### src/hw/xpd_pkg.sv
// Shared constants and carrier types for the extended pointer instruction decoder.
package xpd_pkg;

	// Instruction word layout.
	localparam int INSTR_W      = 16;
	localparam int PTR_W        = 12;
	localparam int DATA_W       = 8;
	localparam int BSR_W        = 4;
	localparam int OPC_HI       = 15;
	localparam int OPC_LO       = 8;
	localparam int SEL_HI       = 7;
	localparam int SEL_LO       = 6;
	localparam int LIT6_W       = 6;
	localparam int ACC_BIT      = 8;

	// Opcodes of the extended set; the top byte selects the operation, except call, which matches the whole word.
	localparam logic [7:0]  OPC_ADD_PTR   = 8'he8;
	localparam logic [7:0]  OPC_SUB_PTR   = 8'he9;
	localparam logic [7:0]  OPC_PUSH_LIT  = 8'hea;
	localparam logic [15:0] OPC_CALL_WORK = 16'h0014;

	// Select value that turns add or subtract into the pointer-two return form.
	localparam logic [1:0]  SEL_PTR_TWO   = 2'h3;

	// Highest file address that is indexed when the extension is on.
	localparam logic [7:0]  IDX_LIMIT     = 8'h5f;
	// Access bank split points without and with the extension.
	localparam logic [7:0]  ACC_SPLIT_STD = 8'h80;
	localparam logic [7:0]  ACC_SPLIT_EXT = 8'h60;
	localparam logic [3:0]  ACC_LOW_BANK  = 4'h0;
	localparam logic [3:0]  ACC_SFR_BANK  = 4'hf;

	// Values after reset.
	localparam logic [PTR_W-1:0] PTR_RESET  = 12'h000;
	localparam logic [PTR_W-1:0] ADDR_RESET = 12'h000;

	// Core load of a pointer register from ordinary instructions.
	typedef struct packed {
		logic             valid;
		logic [1:0]       sel;
		logic [PTR_W-1:0] value;
	} xpd_ptr_load_t;

	// Subroutine call request with its low target byte.
	typedef struct packed {
		logic              valid;
		logic [DATA_W-1:0] target;
	} xpd_call_t;

	// Data memory write of a pushed literal.
	typedef struct packed {
		logic              valid;
		logic [PTR_W-1:0]  addr;
		logic [DATA_W-1:0] data;
	} xpd_push_t;

endpackage : xpd_pkg

### src/hw/xpd_decoder.sv
// Extended pointer instruction decode and execute support for the core.
`timescale 1ns/1ps
// How it works
// - Extension stays off unless its enable bit set.
// - Enable turns on instructions and indexed addressing.
// - Recognise added instructions and indexed literal offsets.
// - Added instructions modify or index with pointers.
// - Add six-bit literal to selected pointer, one cycle.
// - Select value three picks the pointer-two form.
// - Pointer-two forms return after the pointer update.
// - Add-and-return takes two cycles, flags untouched.
// - Subtract-and-return takes two cycles, flags untouched.
// - Call through working register takes two cycles.
// - Push literal at pointer two, then decrement.
// - Access operand up to 95 uses pointer-two index.
module xpd_decoder #(
	parameter int PTR_W  = 12,
	parameter int DATA_W = 8
) (
	input  wire logic                  i_mclk,
	input  wire logic                  i_reset,
	input  wire logic                  i_ce,
	input  wire logic                  i_ext_enable_cfg,
	input  wire logic                  i_instr_valid,
	input  wire logic [15:0]           i_instr,
	input  wire logic                  i_byte_op,
	input  wire logic [3:0]            i_bsr,
	input  wire logic [DATA_W-1:0]     i_working_register,
	input  wire xpd_pkg::xpd_ptr_load_t i_ptr_load,
	output logic                       o_ext_active,
	output logic                       o_ext_hit,
	output logic                       o_busy,
	output logic                       o_ret_req,
	output xpd_pkg::xpd_call_t         o_call,
	output xpd_pkg::xpd_push_t         o_push,
	output logic                       o_indexed,
	output logic [PTR_W-1:0]           o_eff_addr,
	output logic [PTR_W-1:0]           o_ptr0,
	output logic [PTR_W-1:0]           o_ptr1,
	output logic [PTR_W-1:0]           o_ptr2
);

	typedef enum logic [0:0] {
		XPD_RUN,
		XPD_SECOND
	} xpd_state_t;

	// Configuration capture and sequencing state.
	logic                   cfg_seen_ff;
	logic                   nxt_cfg_seen;
	logic                   ext_en_ff;
	logic                   nxt_ext_en;
	xpd_state_t             state_ff;
	xpd_state_t             nxt_state;
	logic                   ret_pend_ff;
	logic                   nxt_ret_pend;

	// Pointer bank and registered outputs.
	logic [PTR_W-1:0]       ptr_ff [3];
	logic [PTR_W-1:0]       nxt_ptr [3];
	logic                   hit_ff;
	logic                   nxt_hit;
	logic                   ret_ff;
	logic                   nxt_ret;
	xpd_pkg::xpd_call_t     call_ff;
	xpd_pkg::xpd_call_t     nxt_call;
	xpd_pkg::xpd_push_t     push_ff;
	xpd_pkg::xpd_push_t     nxt_push;
	logic                   idx_ff;
	logic                   nxt_idx;
	logic [PTR_W-1:0]       addr_ff;
	logic [PTR_W-1:0]       nxt_addr;

	// Decode helpers.
	logic                   accept;
	logic [7:0]             opc;
	logic [1:0]             sel;
	logic [PTR_W-1:0]       lit6;
	logic [7:0]             lit8;
	logic [7:0]             faddr;
	logic                   acc_bit;
	logic                   is_add;
	logic                   is_sub;
	logic                   is_push;
	logic                   is_call;
	logic                   is_ulnk;
	logic                   is_idx;

	assign opc     = i_instr[xpd_pkg::OPC_HI:xpd_pkg::OPC_LO];
	assign sel     = i_instr[xpd_pkg::SEL_HI:xpd_pkg::SEL_LO];
	assign lit6    = PTR_W'(i_instr[xpd_pkg::LIT6_W-1:0]);
	assign lit8    = i_instr[7:0];
	assign faddr   = i_instr[7:0];
	assign acc_bit = i_instr[xpd_pkg::ACC_BIT];

	// A second cycle of a two-cycle instruction is a no-op; the word offered then is flushed.
	assign accept  = i_ce && i_instr_valid && cfg_seen_ff && (state_ff == XPD_RUN);

	assign is_add  = ext_en_ff && (opc == xpd_pkg::OPC_ADD_PTR);
	assign is_sub  = ext_en_ff && (opc == xpd_pkg::OPC_SUB_PTR);
	assign is_push = ext_en_ff && (opc == xpd_pkg::OPC_PUSH_LIT);
	assign is_call = ext_en_ff && (i_instr == xpd_pkg::OPC_CALL_WORK);
	assign is_ulnk = (is_add || is_sub) && (sel == xpd_pkg::SEL_PTR_TWO);
	assign is_idx  = ext_en_ff && i_byte_op && !acc_bit && (faddr <= xpd_pkg::IDX_LIMIT);

	always_comb begin
		nxt_cfg_seen = cfg_seen_ff;
		nxt_ext_en   = ext_en_ff;
		if (i_ce && !cfg_seen_ff) begin
			nxt_cfg_seen = 1'b1;
			nxt_ext_en   = i_ext_enable_cfg;
		end
	end

	always_comb begin
		nxt_state    = state_ff;
		nxt_ret_pend = ret_pend_ff;
		nxt_ret      = 1'b0;
		if (i_ce) begin
			unique case (state_ff)
				XPD_RUN: begin
					if (accept && (is_ulnk || is_call)) begin
						nxt_state    = XPD_SECOND;
						nxt_ret_pend = is_ulnk;
					end
				end
				XPD_SECOND: begin
					nxt_ret      = ret_pend_ff;
					nxt_ret_pend = 1'b0;
					nxt_state    = XPD_RUN;
				end
			endcase
		end
	end

	// The extended update wins over a core load in the same cycle, since
	// both cannot come from one legal instruction.
	always_comb begin
		for (int i = 0; i < 3; i++) begin
			nxt_ptr[i] = ptr_ff[i];
		end
		nxt_hit  = 1'b0;
		nxt_call = '0;
		nxt_push = '0;
		nxt_idx  = idx_ff;
		nxt_addr = addr_ff;
		if (i_ce) begin
			if (i_ptr_load.valid && (i_ptr_load.sel != xpd_pkg::SEL_PTR_TWO)) begin
				nxt_ptr[i_ptr_load.sel] = i_ptr_load.value;
			end
			if (accept) begin
				nxt_hit = is_add || is_sub || is_push || is_call;
				if (is_add) begin
					nxt_ptr[is_ulnk ? 2 : sel] = ptr_ff[is_ulnk ? 2 : sel] + lit6;
				end
				if (is_sub) begin
					nxt_ptr[is_ulnk ? 2 : sel] = ptr_ff[is_ulnk ? 2 : sel] - lit6;
				end
				if (is_push) begin
					nxt_push.valid = 1'b1;
					nxt_push.addr  = ptr_ff[2];
					nxt_push.data  = lit8;
					nxt_ptr[2]     = ptr_ff[2] - PTR_W'(1);
				end
				if (is_call) begin
					nxt_call.valid  = 1'b1;
					nxt_call.target = i_working_register;
				end
				nxt_idx = is_idx;
				if (!i_byte_op) begin
					nxt_addr = addr_ff;
				end else if (is_idx) begin
					nxt_addr = ptr_ff[2] + PTR_W'(faddr);
				end else if (acc_bit) begin
					nxt_addr = {i_bsr, faddr};
				end else if (faddr < (ext_en_ff ? xpd_pkg::ACC_SPLIT_EXT
				                                : xpd_pkg::ACC_SPLIT_STD)) begin
					nxt_addr = {xpd_pkg::ACC_LOW_BANK, faddr};
				end else begin
					nxt_addr = {xpd_pkg::ACC_SFR_BANK, faddr};
				end
			end
		end
	end

	always_ff @(posedge i_mclk) begin
		if (i_reset) begin
			cfg_seen_ff <= 1'b0;
			ext_en_ff   <= 1'b0;
			state_ff    <= XPD_RUN;
			ret_pend_ff <= 1'b0;
			ret_ff      <= 1'b0;
			hit_ff      <= 1'b0;
			call_ff     <= '0;
			push_ff     <= '0;
			idx_ff      <= 1'b0;
			addr_ff     <= xpd_pkg::ADDR_RESET;
			for (int i = 0; i < 3; i++) begin
				ptr_ff[i] <= xpd_pkg::PTR_RESET;
			end
		end else if (i_ce) begin
			cfg_seen_ff <= nxt_cfg_seen;
			ext_en_ff   <= nxt_ext_en;
			state_ff    <= nxt_state;
			ret_pend_ff <= nxt_ret_pend;
			ret_ff      <= nxt_ret;
			hit_ff      <= nxt_hit;
			call_ff     <= nxt_call;
			push_ff     <= nxt_push;
			idx_ff      <= nxt_idx;
			addr_ff     <= nxt_addr;
			for (int i = 0; i < 3; i++) begin
				ptr_ff[i] <= nxt_ptr[i];
			end
		end
	end

	assign o_ext_active = ext_en_ff;
	assign o_ext_hit    = hit_ff;
	assign o_busy       = (state_ff == XPD_SECOND);
	assign o_ret_req    = ret_ff;
	assign o_call       = call_ff;
	assign o_push       = push_ff;
	assign o_indexed    = idx_ff;
	assign o_eff_addr   = addr_ff;
	assign o_ptr0       = ptr_ff[0];
	assign o_ptr1       = ptr_ff[1];
	assign o_ptr2       = ptr_ff[2];
endmodule // xpd_decoder

### config.mk
export PLATFORM = sky130hd
export DESIGN_NAME = xpd_decoder
export DESIGN_NICKNAME = d
export VERILOG_FILES = /design/src/hw/xpd_pkg.sv /design/src/hw/xpd_decoder.sv
export SDC_FILE = /design/constraint.sdc
export NUM_CORES = 1
export LEC_CHECK = 0
export ABC_AREA = 1
export BUFFER_PORTS_ARGS = -buffer_cell sky130_fd_sc_hd__buf_2
export CAP_MARGIN = 20
export CORE_MARGIN = 2
export CORE_UTILIZATION = 60
export CTS_CLUSTER_SIZE = 28
export DETAILED_ROUTE_END_ITERATION = 16
export MAX_ROUTING_LAYER = met4
export PLACE_DENSITY_LB_ADDON = 0.3
export SYNTH_ARGS = -nofsm -noshare
export SYNTH_HDL_FRONTEND = slang
export SYNTH_SLANG_ARGS = --single-unit
### constraint.sdc
create_clock -name i_mclk -period 7.2 [get_ports i_mclk]
set_clock_uncertainty 0.2 [all_clocks]
set_input_delay 0.36 -clock i_mclk [delete_from_list [all_inputs] [get_ports i_mclk]]
set_output_delay 0.36 -clock i_mclk [all_outputs]
set_load 0.05 [all_outputs]
==> metrics.yaml <==
clock_network:
  htreeDepth: 3
  cts_root_buf: "clkbuf_8"
  clk_latency_ps: 380
  post-cts-setup-buffers: 0
  cts_buffer_depth: 2
  cts_resized: 0
  clock_sinks: 85
  hold_buffers: 0
  cts.reportedPaths.clkPinSlew_ps: 110
  cts_tree: "done"
  numCtsBuffers: 9
pwr:
  combPwrFrac_pct: 29.5
  p_sw_uw: 501.5
  p_sw_share_pct: 39.86
  p_int_uw: 756.6
  peakVddDrop_v: 0.00009692
  pwr-share-seq_pct: 43.4
  clkPwrFrac_pct: 27.1
  powerDensity_mw_per_mm2: 176.7
  p_leak_uw: 0.003427
  power_uw: 1258
routing:
  routed_via_density: 6.153
  drt.antenna.violating_nets: 0
  wl_per_cell_um: 18.63
  drt_iter0_markers: 1030
  remaining_drc_errors: 0
  drt_pass1_iterations: 9
  drt_wl_total_um: 21600
  vias: 7131
floorplan:
  die_area_mm2: 0.01123
  die_w_um: 106.0
  start_util_pct: 61.24
  fp.coreArea_mm2: 0.01018
  die_height_um: 106.0
  boundaryPins: 132
  rows: 37
placement:
  place.gp.congestion: 1.085
  dp.final_hpwl_um: 15810
  dp_cells: 1143
  portBuffers: 131
global_route:
  grt_pass1_wl_um: 33670
  grt_max_degree: 47
  grt_overflow: 0
  grt_use_total_pct: 39.51
  grt_pass1_vias: 6241
  antenna_found_initial: 0
sta:
  worst_pin_slew_ps: 943.9
  period_share_pct: 44.57
  worst_hold_slack_ps: 27.83
  setup-violations-final: 0
  hold_viol: 0
  finalSetupTns_ps: 0
  relSlewSlack_pct: 36.90
  rsz0062_at_grt: "no"
  maxSlewViolCount: 0
  period_minus_slack_ps: 3209
  fmax_mhz: 311.6
cells_and_area:
  drive_above_1_share_pct: 17.20
  syn_to_final_growth_pct: 14.14
  diodes: 0
  layout.cells.non_filler: 1159
  fin_nets: 1093
  fin_util_pct: 69.90
critical_path:
  crit_required_ps: 7150
  cp_cell_sequence: "inv_1 -> a21oi_1 -> o21a_1 -> inv_1 -> ha_1 -> inv_1 -> fa_1 -> nand2_1 -> nand3_1 -> nor2_1 -> nand4_1 -> and2_1 -> nand2_1 -> nand3_1 -> nand3_1 -> inv_1"
  reg2reg_to: "ptr_ff[0][10]"
  path_buf_inv: 4
  crit_cells: 16
  path_max_fanout: 5
  critPathMostFrequentCell: "inv_1"
  worst-r2r-setup-slack_ps: 3990
  start_kind: "register"
  cp_slowest_cell: "edfxtp_1"
  end_kind: "register"
  critPathTopFamily: "simple AND/OR/NAND/NOR gates"
  worst_ep_arrival_time_ps: 3160
  critical_path_class: "register to register"
  rr_worst_depth: 16
  cp_slowest_stage_delay_ps: 520
  rr_startpoint: "ptr_ff[2][0]"
worst_hold_path:
  holdPathStages: 3
  hold_class: "input port to register"
  worstHoldStart: "i_working_register[2]"
  hold-path-endpoint: "o_call[2]"
synth:
  ys_ff_latch: 85
  seq_area_frac_synth_pct: 33.06
  yosys-top-cells-count: "nand2_1 (189), inv_1 (111), nand3_1 (90)"
  synthArstFlopShare_pct: 0
  syn_inst: 909
  synthTopCellsByArea: "edfxtp_1 (17%), dfxtp_1 (16%), nand2_1 (11%)"
  synth_top_area_share_pct: 17.33
  synth_cell_types: 49
  synth_ff_type: "dfxtp_1"
  synth_fp_nets: 984
  synth-edff-count: 36
  synth_top_area_cell: "edfxtp_1"
  synthesis.area_mm2: 0.006237
  avgSynthCellArea_um2: 6.862
  yosysWarnings: 0
  synth.most_common_cell: "nand2_1"
flow_run:
  maxCapViolCount: 0
outcome:
  status: "finished, final reports clean"
metrics by stage:
| stage | worst slack, ps | instance area [um2] |
|---|---|---|
| after floorplan | 4274 | 6237 |
| after global placement | 3780 | 6939 |
| after detailed placement | 3707 | 6939 |
| after CTS | 4068 | 7119 |
| after global routing | 3792 | 7119 |
| final | 3991 | 7119 |
cells in the final DEF, fill, tap and decap left out, types with 5 or more instances in the layout:
| master | instances |
|---|---|
| nand3_1 | 90 |
| buf_2 | 131 |
| clkbuf_8 | 9 |
| dfxtp_1 | 49 |
| o22ai_1 | 10 |
| ha_1 | 23 |
| nor2_1 | 63 |
| o211ai_1 | 9 |
| nand2_1 | 189 |
| xor2_1 | 18 |
| inv_1 | 111 |
| nand4_1 | 12 |
| inv_2 | 6 |
| o21ai_0 | 89 |
| buf_4 | 5 |
| edfxtp_1 | 36 |
| a21oi_1 | 77 |
| a31oi_1 | 15 |
| nor3_1 | 5 |
power groups by stage:
| stage | clock (uW) | combinational [uW] | sequential [uW] |
|---|---|---|---|
| detailed placement | 0 | 359 | 556 |
| floorplan | 0 | 204 | 605 |
| global route | 349 | 402 | 547 |
| global placement | 0 | 357 | 557 |
| finish | 340 | 371 | 546 |
| CTS | 334 | 362 | 545 |
routing by layer:
| layer | track usage (%) | wire, um |
|---|---|---|
| met1 | 53.21 | 8548 |
| met4 | 13.82 | 707 |
| met2 | 61.01 | 9479 |
| met5 | - | 0 |
| met3 | 6.193 | 2861 |
kinds of logic after synthesis:
group	after synthesis	share of synthesized area (%)
multiplexers	3	0.4815
flip-flops	85	33.06
AO/OA/AOI/OAI	231	20.74
buffers and inverters	156	9.689
adder cells (fa/ha/maj)	26	5.577
AND/OR/NAND/NOR	387	27.50
XOR/XNOR	21	2.949
flip-flops by register name, summed over array words and instances, names as in the netlist:
| signal | flops |
|---|---|
| ret_pend_ff | 1 |
| o_call | 9 |
| o_ret_req | 1 |
| o_push | 21 |
| o_eff_addr | 12 |
| ptr_ff | 36 |
| cfg_seen_ff | 1 |
| o_ext_hit | 1 |
| o_indexed | 1 |
| o_busy | 1 |
| o_ext_active | 1 |
worst max path at each step:
stage	from	end
2_1_floorplan	i_instr[6]	ptr_ff[0][10]
3_3_place_gp	i_instr[6]	ptr_ff[1][10]
3_5_place_dp	i_instr[6]	ptr_ff[0][10]
4_1_cts	ptr_ff[2][0]	ptr_ff[0][10]
5_1_grt	i_instr[6]	ptr_ff[2][8]
6_report	ptr_ff[2][0]	ptr_ff[0][10]
worst reg2reg max path: stages (launching register included):
cell	delay, ps
edfxtp_1	520
inv_1	200
a21oi_1	90
o21a_1	140
inv_1	70
ha_1	140
inv_1	90
fa_1	440
nand2_1	100
nand3_1	160
nor2_1	250
nand4_1	130
and2_1	210
nand2_1	60
nand3_1	70
nand3_1	70
inv_1	50
cell type report:
class / count / area, um2
multi-input combinational: 668 / 3571
fill: 944 / 3065
sequential: 85 / 2062
timing repair buffer: 136 / 693.2
inverter: 118 / 442.9
tap: 136 / 170.2
clock buffer: 9 / 123.9
clock inverter: 7 / 56.30
Note: power is estimated with default switching activity, not from simulation.
